File: src/rtl/rcl_consts.vh
`ifndef RCL_CONSTS_VH
`define RCL_CONSTS_VH
// register indices; byte address is four times the index
`define RCL_IDX_BIT_RATE_LOW      6'h04
`define RCL_IDX_DEVIATION_HIGH    6'h05
`define RCL_IDX_DEVIATION_LOW     6'h06
`define RCL_IDX_CARRIER_FREQ_HIGH 6'h07
`define RCL_IDX_CARRIER_FREQ_MID  6'h08
`define RCL_IDX_CARRIER_FREQ_LOW  6'h09
`define RCL_IDX_RC_OSC_CAL        6'h0a
`define RCL_IDX_AFC_CONTROL       6'h0b
`define RCL_IDX_RESERVED_SLOT     6'h0c
`define RCL_IDX_LISTEN_CONFIG     6'h0d
`define RCL_IDX_LISTEN_IDLE_COEF  6'h0e
`define RCL_IDX_LISTEN_RX_COEF    6'h0f
`define RCL_IDX_SILICON_REVISION  6'h10
`define RCL_IDX_LISTEN_CONTROL    6'h20
`define RCL_IDX_IRQ_STATUS        6'h21
`define RCL_IDX_IRQ_MASK          6'h22
// reset values
`define RCL_RST_BIT_RATE_LOW      8'h0b
`define RCL_RST_DEVIATION_HIGH    6'h00
`define RCL_RST_DEVIATION_LOW     8'h52
`define RCL_RST_CARRIER_HIGH      8'he4
`define RCL_RST_CARRIER_MID       8'hc0
`define RCL_RST_CARRIER_LOW       8'h00
`define RCL_RST_RESERVED_SLOT     8'h02
`define RCL_RST_IDLE_COEF         8'hf5
`define RCL_RST_RX_COEF           8'h20
`define RCL_RST_TIME_UNIT         2'b01
`define RCL_RST_POST_ACCEPT       2'b01
`define RCL_RST_MODE              3'b001
// field positions
`define RCL_BIT_CAL_TRIGGER       7
`define RCL_BIT_CAL_FINISHED      6
`define RCL_BIT_LOW_INDEX_AFC     5
`define RCL_BIT_DUTY_ENABLE       6
`define RCL_BIT_ACCEPT_TEST       3
// post-accept action codes
`define RCL_END_STAY_RX           2'b00
`define RCL_END_GO_MODE           2'b01
`define RCL_END_RESUME            2'b10
// operating modes
`define RCL_MODE_SLEEP            3'b000
`define RCL_MODE_STANDBY          3'b001
`define RCL_MODE_SYNTH            3'b010
`define RCL_MODE_TRANSMIT         3'b011
`define RCL_MODE_RECEIVE          3'b100
// interrupt status bits
`define RCL_IRQ_CAL_DONE          0
`define RCL_IRQ_ACCEPTED          1
`define RCL_IRQ_STOPPED           2
// timing
`define RCL_CLOCK_MHZ             200
`define RCL_UNIT_FINE_US          64
`define RCL_UNIT_FINE_CYCLES      (`RCL_UNIT_FINE_US * `RCL_CLOCK_MHZ)
`define RCL_UNIT_STEP             64
`define RCL_CAL_TIME_US           100
`define RCL_CAL_CYCLES            (`RCL_CAL_TIME_US * `RCL_CLOCK_MHZ)
`endif

File: src/rtl/rcl_regs.v
// Behaviour
// hold rate divisor low byte, derive bit tick
// 14-bit deviation word, upper bits 5-0
// 24-bit carrier word over three bytes
// trigger starts calibration, done flag shows status
// software calibrates only in standby; the trigger starts calibration in any mode
// afc select picks improved or standard routine
// idle unit field selects 64us/4.1ms/262ms
// rx unit field uses same encoding
// accept test: strength, optionally sync match
// action 00: stay receive, listen stops
// action 01: wait end, go programmed mode
// action 10: wait end, resume idle, discard fifo
// idle phase equals coefficient times unit
// rx phase equals coefficient times unit
// revision reports full and metal numbers
// mode field encoding, read returns current mode
// software enables listen only in standby; the enable bit is accepted in any mode
// alternate idle and rx until accept or disable
`timescale 1ns/1ps
`default_nettype none
`include "rcl_consts.vh"
module rcl_regs #(
  parameter integer UNIT_FINE_CYCLES = `RCL_UNIT_FINE_CYCLES, // cycles per 64 us
  parameter integer CAL_CYCLES       = `RCL_CAL_CYCLES,       // calibration length
  parameter [3:0]   FULL_REVISION    = 4'h1,                  // arbitrary value
  parameter [3:0]   METAL_REVISION   = 4'h0                   // arbitrary value
) (
  input  wire        clock,              // 200 MHz clock
  input  wire        reset,              // sync reset, active high
  input  wire        psel,               // apb select
  input  wire        penable,            // apb access phase
  input  wire        pwrite,             // apb write
  input  wire [7:0]  paddr,              // apb byte address
  input  wire [31:0] pwdata,             // apb write data
  output wire        pready,             // apb ready
  output reg  [31:0] prdata,             // apb read data
  output wire        pslverr,            // apb unmapped access
  input  wire [7:0]  rate_divisor_high,  // divisor upper byte
  input  wire        strength_above,     // strength over strength_threshold
  input  wire        sync_match,         // sync address matched
  input  wire        payload_complete,   // payload complete event
  input  wire        rx_timeout,         // receive timeout event
  output reg  [15:0] rate_divisor,       // full bit-rate divisor
  output reg         bit_tick,           // one pulse per bit period
  output reg  [13:0] deviation_word,     // frequency deviation word
  output reg  [23:0] carrier_word,       // carrier frequency word
  output reg         low_index_afc,      // improved afc routine
  output reg         osc_cal_busy,       // rc calibration running
  output reg  [2:0]  current_mode,       // present operating mode
  output reg         receiver_on,        // receiver requested
  output reg         fifo_discard,       // pulse: drop fifo contents
  output wire        irq                 // level interrupt
);
  // listen states
  localparam [2:0] ST_OFF  = 3'd0;
  localparam [2:0] ST_IDLE = 3'd1;
  localparam [2:0] ST_RX   = 3'd2;
  localparam [2:0] ST_HOLD = 3'd3;
  localparam [2:0] ST_STOP = 3'd4;
  localparam integer STEP_LAST = `RCL_UNIT_STEP - 1;
  reg  [7:0]  bit_rate_low;
  reg  [5:0]  deviation_high;
  reg  [7:0]  deviation_low;
  reg  [7:0]  carrier_high;
  reg  [7:0]  carrier_mid;
  reg  [7:0]  carrier_low;
  reg         low_index_afc_select;
  reg  [1:0]  idle_time_unit;
  reg  [1:0]  rx_time_unit;
  reg         accept_test_select;
  reg  [1:0]  post_accept_action;
  reg  [7:0]  idle_phase_coef;
  reg  [7:0]  rx_phase_coef;
  reg         duty_cycle_enable;
  reg  [2:0]  mode_field;
  reg  [2:0]  irq_status;
  reg  [2:0]  irq_mask;
  reg         osc_cal_finished;
  reg  [31:0] cal_count;
  reg  [15:0] bit_count;
  reg  [31:0] fine_count;
  reg  [5:0]  mid_count;
  reg  [5:0]  coarse_count;
  reg  [7:0]  phase_count;
  reg  [2:0]  state;
  reg         discard_pending;
  reg         stop_in_rx;
  reg  [31:0] read_word;
  reg         mapped;
  reg  [2:0]  next_state;
  reg         ev_accept;
  reg         ev_stop;
  wire [5:0]  index     = paddr[7:2];
  wire        setup     = psel && !penable;
  wire        wr_strobe = psel && penable && pwrite && mapped;
  wire        fine_tick = (fine_count == UNIT_FINE_CYCLES - 1);
  wire        mid_tick  = fine_tick && (mid_count == STEP_LAST[5:0]);
  wire        coarse_tick = mid_tick && (coarse_count == STEP_LAST[5:0]);
  wire        cal_end   = osc_cal_busy && (cal_count == CAL_CYCLES - 1);
  // acceptance test
  wire        accept    = strength_above && (!accept_test_select || sync_match);
  wire        end_event = payload_complete || rx_timeout;
  // idle unit, 00 as fine
  wire        idle_tick = (idle_time_unit == 2'b11) ? coarse_tick :
                          (idle_time_unit == 2'b10) ? mid_tick : fine_tick;
  // rx unit, same encoding
  wire        rx_tick   = (rx_time_unit == 2'b11) ? coarse_tick :
                          (rx_time_unit == 2'b10) ? mid_tick : fine_tick;
  assign pready  = 1'b1;
  assign pslverr = psel && penable && !mapped;
  assign irq     = |(irq_status & irq_mask);
  // read mux and address decode
  always @* begin
    read_word = 32'h0000_0000;
    mapped    = (paddr[1:0] == 2'b00);
    case (index)
      `RCL_IDX_BIT_RATE_LOW:      read_word[7:0] = bit_rate_low;
      `RCL_IDX_DEVIATION_HIGH:    read_word[7:0] = {2'b00, deviation_high};
      `RCL_IDX_DEVIATION_LOW:     read_word[7:0] = deviation_low;
      `RCL_IDX_CARRIER_FREQ_HIGH: read_word[7:0] = carrier_high;
      `RCL_IDX_CARRIER_FREQ_MID:  read_word[7:0] = carrier_mid;
      `RCL_IDX_CARRIER_FREQ_LOW:  read_word[7:0] = carrier_low;
      // trigger reads zero, done flag in bit 6
      `RCL_IDX_RC_OSC_CAL:        read_word[7:0] = {1'b0, osc_cal_finished, 6'h01};
      `RCL_IDX_AFC_CONTROL:       read_word[7:0] = {2'b00, low_index_afc_select, 5'h00};
      `RCL_IDX_RESERVED_SLOT:     read_word[7:0] = `RCL_RST_RESERVED_SLOT;
      `RCL_IDX_LISTEN_CONFIG:     read_word[7:0] = {idle_time_unit, rx_time_unit,
                                                    accept_test_select, post_accept_action,
                                                    1'b0};
      `RCL_IDX_LISTEN_IDLE_COEF:  read_word[7:0] = idle_phase_coef;
      `RCL_IDX_LISTEN_RX_COEF:    read_word[7:0] = rx_phase_coef;
      // revision nibbles
      `RCL_IDX_SILICON_REVISION:  read_word[7:0] = {FULL_REVISION, METAL_REVISION};
      // read returns current mode
      `RCL_IDX_LISTEN_CONTROL:    read_word[7:0] = {1'b0, duty_cycle_enable,
                                                    1'b0, current_mode, 2'b00};
      `RCL_IDX_IRQ_STATUS:        read_word[2:0] = irq_status;
      `RCL_IDX_IRQ_MASK:          read_word[2:0] = irq_mask;
      default:                    mapped = 1'b0;
    endcase
  end
  // read data captured in the setup cycle
  always @(posedge clock) begin
    if (reset) begin
      prdata <= 32'h0000_0000;
    end else if (setup && !pwrite) begin
      prdata <= read_word;
    end
  end
  // software-written registers
  always @(posedge clock) begin
    if (reset) begin
      bit_rate_low         <= `RCL_RST_BIT_RATE_LOW;
      deviation_high       <= `RCL_RST_DEVIATION_HIGH;
      deviation_low        <= `RCL_RST_DEVIATION_LOW;
      carrier_high         <= `RCL_RST_CARRIER_HIGH;
      carrier_mid          <= `RCL_RST_CARRIER_MID;
      carrier_low          <= `RCL_RST_CARRIER_LOW;
      low_index_afc_select <= 1'b0;
      idle_time_unit       <= `RCL_RST_TIME_UNIT;
      rx_time_unit         <= `RCL_RST_TIME_UNIT;
      accept_test_select   <= 1'b0;
      post_accept_action   <= `RCL_RST_POST_ACCEPT;
      idle_phase_coef      <= `RCL_RST_IDLE_COEF;
      rx_phase_coef        <= `RCL_RST_RX_COEF;
      duty_cycle_enable    <= 1'b0;
      mode_field           <= `RCL_RST_MODE;
      irq_mask             <= 3'b000;
    end else if (wr_strobe) begin
      case (index)
        `RCL_IDX_BIT_RATE_LOW:      bit_rate_low <= pwdata[7:0];
        // only bits 5-0 stored
        `RCL_IDX_DEVIATION_HIGH:    deviation_high <= pwdata[5:0];
        `RCL_IDX_DEVIATION_LOW:     deviation_low <= pwdata[7:0];
        `RCL_IDX_CARRIER_FREQ_HIGH: carrier_high <= pwdata[7:0];
        `RCL_IDX_CARRIER_FREQ_MID:  carrier_mid <= pwdata[7:0];
        `RCL_IDX_CARRIER_FREQ_LOW:  carrier_low <= pwdata[7:0];
        `RCL_IDX_AFC_CONTROL:       low_index_afc_select <= pwdata[`RCL_BIT_LOW_INDEX_AFC];
        `RCL_IDX_LISTEN_CONFIG: begin
          idle_time_unit     <= pwdata[7:6];
          rx_time_unit       <= pwdata[5:4];
          accept_test_select <= pwdata[`RCL_BIT_ACCEPT_TEST];
          post_accept_action <= pwdata[2:1];
        end
        `RCL_IDX_LISTEN_IDLE_COEF:  idle_phase_coef <= pwdata[7:0];
        `RCL_IDX_LISTEN_RX_COEF:    rx_phase_coef <= pwdata[7:0];
        `RCL_IDX_LISTEN_CONTROL: begin
          duty_cycle_enable <= pwdata[`RCL_BIT_DUTY_ENABLE];
          mode_field        <= pwdata[4:2];
        end
        `RCL_IDX_IRQ_MASK:          irq_mask <= pwdata[2:0];
        default: begin
        end
      endcase
    end
  end
  // configuration words driven out from flops
  always @(posedge clock) begin
    if (reset) begin
      rate_divisor   <= 16'h0000;
      deviation_word <= 14'h0000;
      carrier_word   <= 24'h00_0000;
      low_index_afc  <= 1'b0;
    end else begin
      // full divisor
      rate_divisor   <= {rate_divisor_high, bit_rate_low};
      // deviation word
      deviation_word <= {deviation_high, deviation_low};
      // carrier word high to low
      carrier_word   <= {carrier_high, carrier_mid, carrier_low};
      // afc routine select
      low_index_afc  <= low_index_afc_select;
    end
  end
  // bit tick divider
  always @(posedge clock) begin
    if (reset) begin
      bit_count <= 16'h0000;
      bit_tick  <= 1'b0;
    end else if (bit_count + 16'h0001 >= rate_divisor) begin
      bit_count <= 16'h0000;
      bit_tick  <= 1'b1;
    end else begin
      bit_count <= bit_count + 16'h0001;
      bit_tick  <= 1'b0;
    end
  end
  // calibration sequence
  always @(posedge clock) begin
    if (reset) begin
      osc_cal_busy     <= 1'b0;
      osc_cal_finished <= 1'b1;
      cal_count        <= 32'h0000_0000;
    end else if (wr_strobe && index == `RCL_IDX_RC_OSC_CAL &&
                 pwdata[`RCL_BIT_CAL_TRIGGER]) begin
      osc_cal_busy     <= 1'b1;
      osc_cal_finished <= 1'b0;
      cal_count        <= 32'h0000_0000;
    end else if (cal_end) begin
      osc_cal_busy     <= 1'b0;
      osc_cal_finished <= 1'b1;
    end else if (osc_cal_busy) begin
      cal_count <= cal_count + 32'h0000_0001;
    end
  end
  // listen timebase, 64 us then two steps of 64
  always @(posedge clock) begin
    if (reset || state == ST_OFF) begin
      fine_count   <= 32'h0000_0000;
      mid_count    <= 6'h00;
      coarse_count <= 6'h00;
    end else begin
      fine_count <= fine_tick ? 32'h0000_0000 : fine_count + 32'h0000_0001;
      if (fine_tick) begin
        mid_count <= mid_count + 6'h01;
      end
      if (mid_tick) begin
        coarse_count <= coarse_count + 6'h01;
      end
    end
  end
  // listen state decision
  always @* begin
    next_state = state;
    ev_accept  = 1'b0;
    ev_stop    = 1'b0;
    case (state)
      ST_OFF: next_state = ST_IDLE; // forced back to off below unless enabled
      // idle phase length
      ST_IDLE: begin
        if (idle_tick && phase_count <= 8'h01) begin
          next_state = ST_RX;
        end
      end
      // alternate phases
      ST_RX: begin
        if (accept) begin
          ev_accept = 1'b1;
          if (post_accept_action == `RCL_END_STAY_RX) begin
            next_state = ST_STOP;
            ev_stop    = 1'b1;
          end else begin
            next_state = ST_HOLD;
          end
        end else if (rx_tick && phase_count <= 8'h01) begin
          next_state = ST_IDLE;
        end
      end
      // wait end event
      ST_HOLD: begin
        if (end_event) begin
          if (post_accept_action == `RCL_END_RESUME) begin
            next_state = ST_IDLE;
          end else begin
            next_state = ST_STOP;
            ev_stop    = 1'b1;
          end
        end
      end
      ST_STOP: next_state = ST_STOP;
      default: next_state = ST_OFF;
    endcase
    if (!duty_cycle_enable) begin
      next_state = ST_OFF;
    end
  end
  // listen state, phase counter and mode tracking
  always @(posedge clock) begin
    if (reset) begin
      state           <= ST_OFF;
      phase_count     <= 8'h00;
      discard_pending <= 1'b0;
      stop_in_rx      <= 1'b0;
      fifo_discard    <= 1'b0;
    end else begin
      state        <= next_state;
      fifo_discard <= 1'b0;
      if (next_state == ST_IDLE && state != ST_IDLE) begin
        phase_count <= idle_phase_coef;
      end else if (next_state == ST_RX && state != ST_RX) begin
        // rx phase length
        phase_count <= rx_phase_coef;
      end else if ((state == ST_IDLE && idle_tick) || (state == ST_RX && rx_tick)) begin
        phase_count <= phase_count - 8'h01;
      end
      // discard at next wakeup
      if (state == ST_HOLD && next_state == ST_IDLE) begin
        discard_pending <= 1'b1;
      end else if (next_state == ST_RX && state != ST_RX) begin
        discard_pending <= 1'b0;
        fifo_discard    <= discard_pending;
      end else if (next_state == ST_OFF) begin
        discard_pending <= 1'b0;
      end
      // stop while staying in receive
      if (ev_stop) begin
        stop_in_rx <= (state == ST_RX);
      end
    end
  end
  // current mode and receiver request
  always @(posedge clock) begin
    if (reset) begin
      current_mode <= `RCL_RST_MODE;
      receiver_on  <= 1'b0;
    end else if (next_state == ST_RX || next_state == ST_HOLD ||
                 (next_state == ST_STOP && (ev_stop ? state == ST_RX : stop_in_rx))) begin
      current_mode <= `RCL_MODE_RECEIVE;
      receiver_on  <= 1'b1;
    end else begin
      current_mode <= mode_field;
      receiver_on  <= (mode_field == `RCL_MODE_RECEIVE);
    end
  end
  // sticky status, set wins over write-one clear
  always @(posedge clock) begin
    if (reset) begin
      irq_status <= 3'b000;
    end else begin
      if (wr_strobe && index == `RCL_IDX_IRQ_STATUS) begin
        irq_status <= (irq_status & ~pwdata[2:0]) |
                      {ev_stop, ev_accept, cal_end};
      end else begin
        irq_status <= irq_status | {ev_stop, ev_accept, cal_end};
      end
    end
  end
endmodule // rcl_regs
`default_nettype wire
File: config.mk
export PLATFORM = sky130hd
export DESIGN_NAME = rcl_regs
export DESIGN_NICKNAME = d
export VERILOG_FILES = /design/src/rtl/rcl_regs.v
export VERILOG_INCLUDE_DIRS = /design/src /design/src/rtl
export SDC_FILE = /design/constraint.sdc
export NUM_CORES = 1
export LEC_CHECK = 0
export ABC_AREA = 1
export BUFFER_PORTS_ARGS = -buffer_cell sky130_fd_sc_hd__buf_2
export CAP_MARGIN = 20
export CORE_MARGIN = 8
export CORE_UTILIZATION = 60
export DETAILED_ROUTE_END_ITERATION = 16
export PLACE_DENSITY = 0.83
export SKIP_CTS_REPAIR_TIMING = 1
export SYNTH_ARGS = -nofsm -noshare
export SYNTH_HDL_FRONTEND = slang
export SYNTH_SLANG_ARGS = --single-unit
File: constraint.sdc
create_clock -name clock -period 6.2 [get_ports clock]
set_clock_uncertainty 0.15 [all_clocks]
set_input_delay 1.24 -clock clock [delete_from_list [all_inputs] [get_ports clock]]
set_output_delay 1.24 -clock clock [all_outputs]
set_load 0.02 [all_outputs]
# --- Word-level counts from Yosys, hierarchy flattened ---
# Index checks and enable logic that the tools add are counted.
# Widths: inputs -> output; s select.
word_totals:
  regBits: 256
  input_bits: 57
  out_inout_bits: 97
  elab_cells: 184
classes:
  add_sub_neg: 6
  order_cmp: 2
  n_eq_ne: 36
  mux: 37
  bitwise_logic: 7
  reduce_logical: 58
ops:
  columns: ["operator", "n"]
  rows:
  - ["$pmux 5 s13", 1]
  - ["$add 32x1->32 const B", 2]
  - ["$eq 6x4->1 const B", 8]
  - ["$pmux 3 s14", 1]
  - ["$eq 32x14->1 const B", 1]
  - ["$eq 32x15->1 const B", 1]
  - ["$eq 6x6->1 const B", 5]
  - ["$mux 3", 9]
  - ["$reduce_and 2->1", 13]
  - ["$eq 6x3->1 const B", 4]
  - ["$mux 8", 3]
  - ["$logic_and 1x1->1", 21]
  - ["$mux 1", 21]
  - ["$add 16x1->16 const B", 1]
  - ["$ge 16x16->1", 1]
  - ["$reduce_or 16->1", 1]
  - ["$pmux 3 s5", 1]
  - ["$add 6x1->6 const B", 2]
  - ["$eq 3x2->1 const B", 4]
  - ["$eq 2x2->1 const B", 5]
  - ["$eq 3x3->1 const B", 3]
  - ["$le 8x1->1 const B", 1]
  - ["$reduce_or 2->1", 4]
  - ["$sub 8x1->8 const B", 1]
  - ["other kinds (16)", 32]

# --- Longest topological paths before layout ---
# Gate-level depths: netlist of the first run.
depth:
  depth_word: 13
  mapped_depth: 22

# --- Worst setup path after synthesis of the first run ---
# OpenSTA, ideal clock, no wires.
synth_timing:
  path_kind: "input to output"
  startpoint: "in paddr[7]"
  endpoint: "out pslverr"
  arrival_ns: 2.366
  slack_ns: 2.444
  stages: 10
  path_buffers: 0
  path_cell_list: "inv_1 > nand2_1 > nor2_1 > nand2_1 > nand3_1 > a211oi_1 > nand3_1 > nand2_1 > inv_2 > nor2_1"
synth_via:
  elab_chain_len: 5
synth_lines:
  columns: ["item", "line_no", "source"]
  rows:
  - ["start, declared", "rcl_regs.v:34", "input wire [7:0] paddr,"]
  - ["$eq 6x4->1, or another cell as far along", "rcl_regs.v:117", "case (index)"]
  - ["$reduce_or 16->1 (no source line) *", null, null]
  - ["$mux 1 *", "rcl_regs.v:117", null]
  - ["$logic_not 1->1 *", "rcl_regs.v:111", "assign pslverr = psel && penable && !mapped;"]
  - ["$logic_and 1x1->1 *", "rcl_regs.v:111", null]
  - ["end, declared", "rcl_regs.v:38", "output wire pslverr,"]
# Every way passes the cells marked *; elsewhere a longest branch is shown, timed or not.

# --- Worst setup path after layout of the first run ---
layout_timing:
  startpoint: "in paddr[6]"
  endpoint: "out pslverr"
# Same word-level chain as after synthesis.

==> flow_summary.ini, run 1 <==
[timing]
layout_setup_ws_ns = 1.88
final-hold-violation-count = 0
rsz0062_at_grt = no
fin_crit_ns = 4.32
setup_violations = 0
max_slew_margin_pct = 25.1
final.period_utilization_pct = 69.6
max_freq_mhz = 232
setup_tns_ns = 0
tightest_slew_ns = 1.12
slew_viol_final = 0

[cells_and_area]
final_util_pct = 68.1
nFillCells = 1708
finalNetCount = 1854
layout-drive-gt1-share_pct = 12.7
seqCellArea_um2 = 5120
multiInputGateArea_um2 = 5610
num_antenna_cells = 0
syn_to_final_growth_pct = 12.4

[synth]
ys_top_cells_by_count = 280 x nand2_1, 267 x inv_1, 256 x dfxtp_1
async_flop_share_pct = 0
yosysTopAreaCell = dfxtp_1
yosysWarningCount = 0
ys_types = 54
synth_ff_type = dfxtp_1
netlist_instances = 1687
synth_area_um2 = 12100
synth_top_area_share_pct = 42.2
synth-seq-cells = 256
yosysMostFrequentCell = nand2_1
syn_avg_cell_area_um2 = 7.20
synth.area.top_cells = dfxtp_1 42%, nand2_1 8.7%, inv_1 8.3%, nor2_1 7.2%, a21oi_1 4.4%
synth_edf_count = 0
seq_area_frac_synth_pct = 42.2

[placed_design]
portBuffers = 104
gp_congestion = 0.982
place_ws_ns = 1.86
dp_hpwl_um = 22300

[floorplanning]
floorplan.initialDensity_pct = 60.6
die_h_um = 158
rows = 52
io_pins = 154
core_um2 = 20000
fp.dieW_um = 158
dieArea_um2 = 25100

[worst_setup_path]
slowest_stage = nor4_1
cp_cell_sequence = buf_2 > inv_1 > nand2_1 > nor2_1 > nand2_1 > inv_1 > nor4_1 > nand3_1 > nand2_1 > inv_2 > nor2_1 > buf_2
reg2reg_to = bit_count[2]
slowest_delay_ns = 0.38
r2r-start = bit_count[0]
required_ns = 4.81
cp_common_cell = nand2_1
cp-end-kind = output port
cp.arrival_ns = 2.93
cp_max_fo = 6
r2r_cells = 21
critPathKind = input pin to output port
r2r_slack_ns = 2.41
start_kind = input pin

[global_routing]
gr-max-usage-layer = met2
grt.total_usage_pct = 24.1
overflow = 0
use_met2_pct = 39.9
antenna_found_initial = 0
grt_pass1_wl_um = 49600
grt_pass1_vias = 10400
grt_max_degree = 115
met1_usage_pct = 31.5
grtUsageMet3_pct = 4.13

[drt]
vias = 11200
antenna_left = 0
drt-initial-drc-count = 1103
wirelength_um = 30700
drt-wirelength-per-cell_um = 14.9
dr.pass1.iters = 7
post-route-drc-count = 0
via_per_inst = 5.42

[clock_network]
numCtsBuffers = 26
ctsLongestPathBuffers = 3
cts_sinks = 256
cts-root-buf = clkbuf_16
cts_max_level = 1
clk_pin_slew_ns = 0.06
cts_tree = yes
clk_latency_ns = 0.54

[min_path]
min_from = mode_field[2]
min_path_type = register to register
holdPathEnd = current_mode[2]
hold_depth = 2

[pwr]
ir_drop_uv = 277
leakagePower_nw = 5.81
power_density_nw_per_um2 = 252

[run_status]
outcome = completed

[job]
maxCapViolCount = 0
[layer usage]
layer  wire (µm)  vias to the layer above  share of wire [%]
met3        2390                       80                7.8
met4         848                        0                2.8
met2       14000                      439                 46
met5           0                        -                  0
li1            -                     5570                  -
met1       13500                     5092                 44
[sequential cells by signal, summed over array words and instances (netlist names), 6 cells and up]
| name | flops |
|---|---|
| carrier_low | 8 |
| carrier_mid | 8 |
| mid_count | 6 |
| rate_divisor | 16 |
| phase_count | 8 |
| idle_phase_coef | 8 |
| cal_count | 32 |
| rx_phase_coef | 8 |
| prdata | 8 |
| carrier_word | 24 |
| deviation_low | 8 |
| coarse_count | 6 |
| deviation_high | 6 |
| carrier_high | 8 |
| deviation_word | 14 |
| bit_rate_low | 8 |
| bit_count | 16 |
| fine_count | 32 |
[power breakdown]
| group | total, W | switching [W] | internal (W) |
|---|---|---|---|
| sequential | 0.00166 | 0.00000496 | 0.00165 |
| combinational | 0.000133 | 0.0000978 | 0.0000347 |
| clock | 0.00164 | 0.000686 | 0.000957 |
[kinds of logic (layout without fill, tap and decap cells)]
kind of cell    after synthesis  after routing  share of synthesized area (%)
flops                       256            256                           42.2
simple gates                711            711                           25.6
buf+inv                     362            446                           12.4
compound gates              299            299                           15.0
xor+xnor                     34             34                           2.45
fa+ha+maj                    23             23                           2.37
other cells                   2             25                         0.0618
[stage by stage]
step	hold slack, ns	instances	cell area (µm²)	total power [W]
6_report	0.311	2064	13600	0.00343
5_1_grt	0.334	2064	13600	0.00353
4_1_cts	0.310	2063	13600	0.00345
3_5_place_dp	0.295	2015	12700	0.00182
3_3_place_gp	0.286	2015	12700	0.00182
2_1_floorplan	0.263	1710	12200	0.00179
[cell type report]
cell class,instances,area share (%)
multi-input cells,1092,41.1
flip-flops and latches,256,37.6
inverters,291,8.03
clock buffers,30,5.17
repair buffers,107,4.14
well taps,270,2.48
clock inverters,18,1.54
[cell usage in the layout (no fill, tap or decap), types with 4 or more instances in the layout]
cell,instances
o22ai_1,21
nor2_4,4
a21oi_1,107
o21ai_1,9
clkbuf_16,26
o41ai_1,4
nor3b_1,9
buf_2,103
nand4_1,17
inv_6,5
xnor2_1,7
nor2_1,232
clkbuf_8,4
or2_2,10
o21a_1,8
a21oi_2,9
nand2_1,280
ha_1,23
nor4_1,22
conb_1,25
o21ai_2,6
inv_2,20
nand2_2,7
o21ai_0,62
xor2_1,27
o31ai_1,4
dfxtp_1,256
a211oi_1,50
clkinv_2,7
o221ai_1,4
nand3_1,63
nor3_1,50
inv_1,267
[how the worst max path moves through the flow]
| stage | to | start |
|---|---|---|
| finish | pslverr | paddr[6] |
| global route | pslverr | paddr[6] |
| CTS | pslverr | paddr[6] |
| detailed placement | cal_count[9] | paddr[6] |
| global placement | cal_count[2] | paddr[7] |
| floorplan | pslverr | paddr[7] |
[critical path, delay by kind of cell]
kind,cells,cell delay [ns]
and+or+nand+nor,7,1.13
buffers and inverters,5,0.53
(Power assumes the default switching activity.)
==> run 2: changes to the inputs <==
--- a/config.mk
+++ b/config.mk
@@ -10,9 +10,9 @@
 export BUFFER_PORTS_ARGS = -buffer_cell sky130_fd_sc_hd__buf_2
 export CAP_MARGIN = 20
 export CORE_MARGIN = 8
-export CORE_UTILIZATION = 60
+export CORE_UTILIZATION = 58
 export DETAILED_ROUTE_END_ITERATION = 16
-export PLACE_DENSITY = 0.83
+export PLACE_DENSITY = 0.81
 export SKIP_CTS_REPAIR_TIMING = 1
 export SYNTH_ARGS = -nofsm -noshare
 export SYNTH_HDL_FRONTEND = slang
==> constraint.sdc (replaced) <==
create_clock -name clock -period 4 [get_ports clock]
set_clock_uncertainty 0.15 [all_clocks]
set_input_delay 0.8 -clock clock [delete_from_list [all_inputs] [get_ports clock]]
set_output_delay 0.8 -clock clock [all_outputs]
set_load 0.02 [all_outputs]
==> flow_summary.ini, run 2 (synthesized netlist as in run 1, its figures left out) <==
[cells_and_area]
final_util_pct = 65.8
layout-drive-gt1-share_pct = 12.7
syn_to_final_growth_pct = 12.5
final_common_cell = nand2_1
reg_top3 = cal_count x32, fine_count x32, carrier_word x24
final_cell_mix = 279 x nand2_1, 267 x inv_1, 256 x dfxtp_1
finalNetCount = 1861
num_antenna_cells = 0

[timing]
fin_crit_ns = 3.56
final.period_utilization_pct = 88.9
slew_viol_final = 0
rsz0062_at_grt = no
setup_violations = 0
final-hold-violation-count = 0
setup_tns_ns = 0
hold_ws_ns = 0.301
tightest_slew_ns = 0.917
max_slew_margin_pct = 37.3
max_freq_mhz = 281

[worst_setup_path]
critPathKind = register to register
cp.arrival_ns = 3.85
slowest_delay_ns = 0.38
cp-end-kind = register
cp_max_fo = 16
required_ns = 4.30
cp_common_cell = inv_1
crit_cells = 21
cp_cell_sequence = nand3_1 > nor2_1 > inv_1 > nor2_1 > inv_1 > nor4_1 > inv_1 > nor2_1 > inv_1 > nor4_1 > nand3_1 > xor2_1 > inv_1 > ha_1 > nand2_1 > a21oi_1 > a211oi_1 > inv_1 > nor2_1 > nand2_2 > nor3_1
path_buf_inv = 6
r2r_cells = 21
path_delay_family = simple AND/OR/NAND/NOR gates
slowest_stage = dfxtp_1
start_kind = register

[floorplanning]
io_pins = 154
core_um2 = 20800
floorplan.initialDensity_pct = 58.5
die_h_um = 161
fp.dieW_um = 161
dieArea_um2 = 25800
rows = 53

[drt]
post-route-drc-count = 0
dr.pass1.iters = 6
antenna_left = 0
wirelength_um = 31000
via_per_inst = 5.39
wl_met2_um = 14000
drt-wirelength-per-cell_um = 15.0
dr_wl_met3_um = 2220
vias = 11200
drt-initial-drc-count = 1000
wl_met1_um = 13800
topRoutingLayerUsed = met5

[job]
maxCapViolCount = 0

[placed_design]
portBuffers = 104
gp_congestion = 0.921
dp_hpwl_um = 22900

[clock_network]
cts-root-buf = clkbuf_16
cts_sinks = 256
cts_tree = yes
clk_latency_ns = 0.54
numCtsBuffers = 27
clk_pin_slew_ns = 0.06
cts_max_level = 1
ctsLongestPathBuffers = 3

[global_routing]
grt_pass1_vias = 10500
overflow = 0
grt.total_usage_pct = 23.2
grt_pass1_wl_um = 50800
grt_max_degree = 79
antenna_found_initial = 1

[pwr]
power_switching_share_pct = 22.3
leakagePower_nw = 5.83
power_w = 0.00533
switching_power_w = 0.00119
power_density_nw_per_um2 = 390
sequentialPowerShare_pct = 48.3
p_int_w = 0.00414
ir_drop_uv = 500
clock_power_share_pct = 47.9
p_comb_share_pct = 3.8

[run_status]
outcome = completed

[min_path]
min_path_type = register to register
hold_depth = 2
-- run 2: metal layers --
metal,GRT usage [%],vias up
met3,4.15,72
met5,0,-
li1,-,5594
met2,38.1,400
met1,30.1,5103
met4,8.54,2
-- run 2: stage by stage --
step | std cells | setup WS (ns) | area (µm²)
2_1_floorplan | 1710 | 0.866 | 12200
3_3_place_gp | 2027 | 0.457 | 12800
3_5_place_dp | 2027 | 0.332 | 12800
4_1_cts | 2074 | 0.336 | 13700
5_1_grt | 2074 | 0.0510 | 13700
6_report | 2074 | 0.444 | 13700
-- run 2: final timing paths --
kind	start	endpoint	slack (ns)
setup / recovery	bit_count[0]	bit_count[2]	0.44
hold / removal	bit_rate_low[3]	rate_divisor[3]	0.30
setup reg to reg	bit_count[0]	bit_count[2]	0.44
hold reg to reg	bit_rate_low[3]	rate_divisor[3]	0.30
-- run 2: area by class of cell --
cell class	instances	area, µm²
fill	1763	7090
multi-input combinational	1092	5610
sequential	256	5120
inverter	291	1100
clock buffer	36	759
timing repair buffer	113	591
tap	275	344
clock inverter	11	143
-- run 2: worst min-delay path, stage by stage, from the launching register on --
cell and delay [ns]:
dfxtp_1 0.29, inv_1 0.08, nor2_1 0.04
-- run 2: power by group through the flow --
stage | Sequential (W) | Combinational (W) | Clock, W
floorplan | 0.00264 | 0.000138 | 0
global placement | 0.00263 | 0.000195 | 0
detailed placement | 0.00263 | 0.000198 | 0
CTS | 0.00257 | 0.000199 | 0.00257
global route | 0.00257 | 0.000222 | 0.00269
finish | 0.00257 | 0.000202 | 0.00255
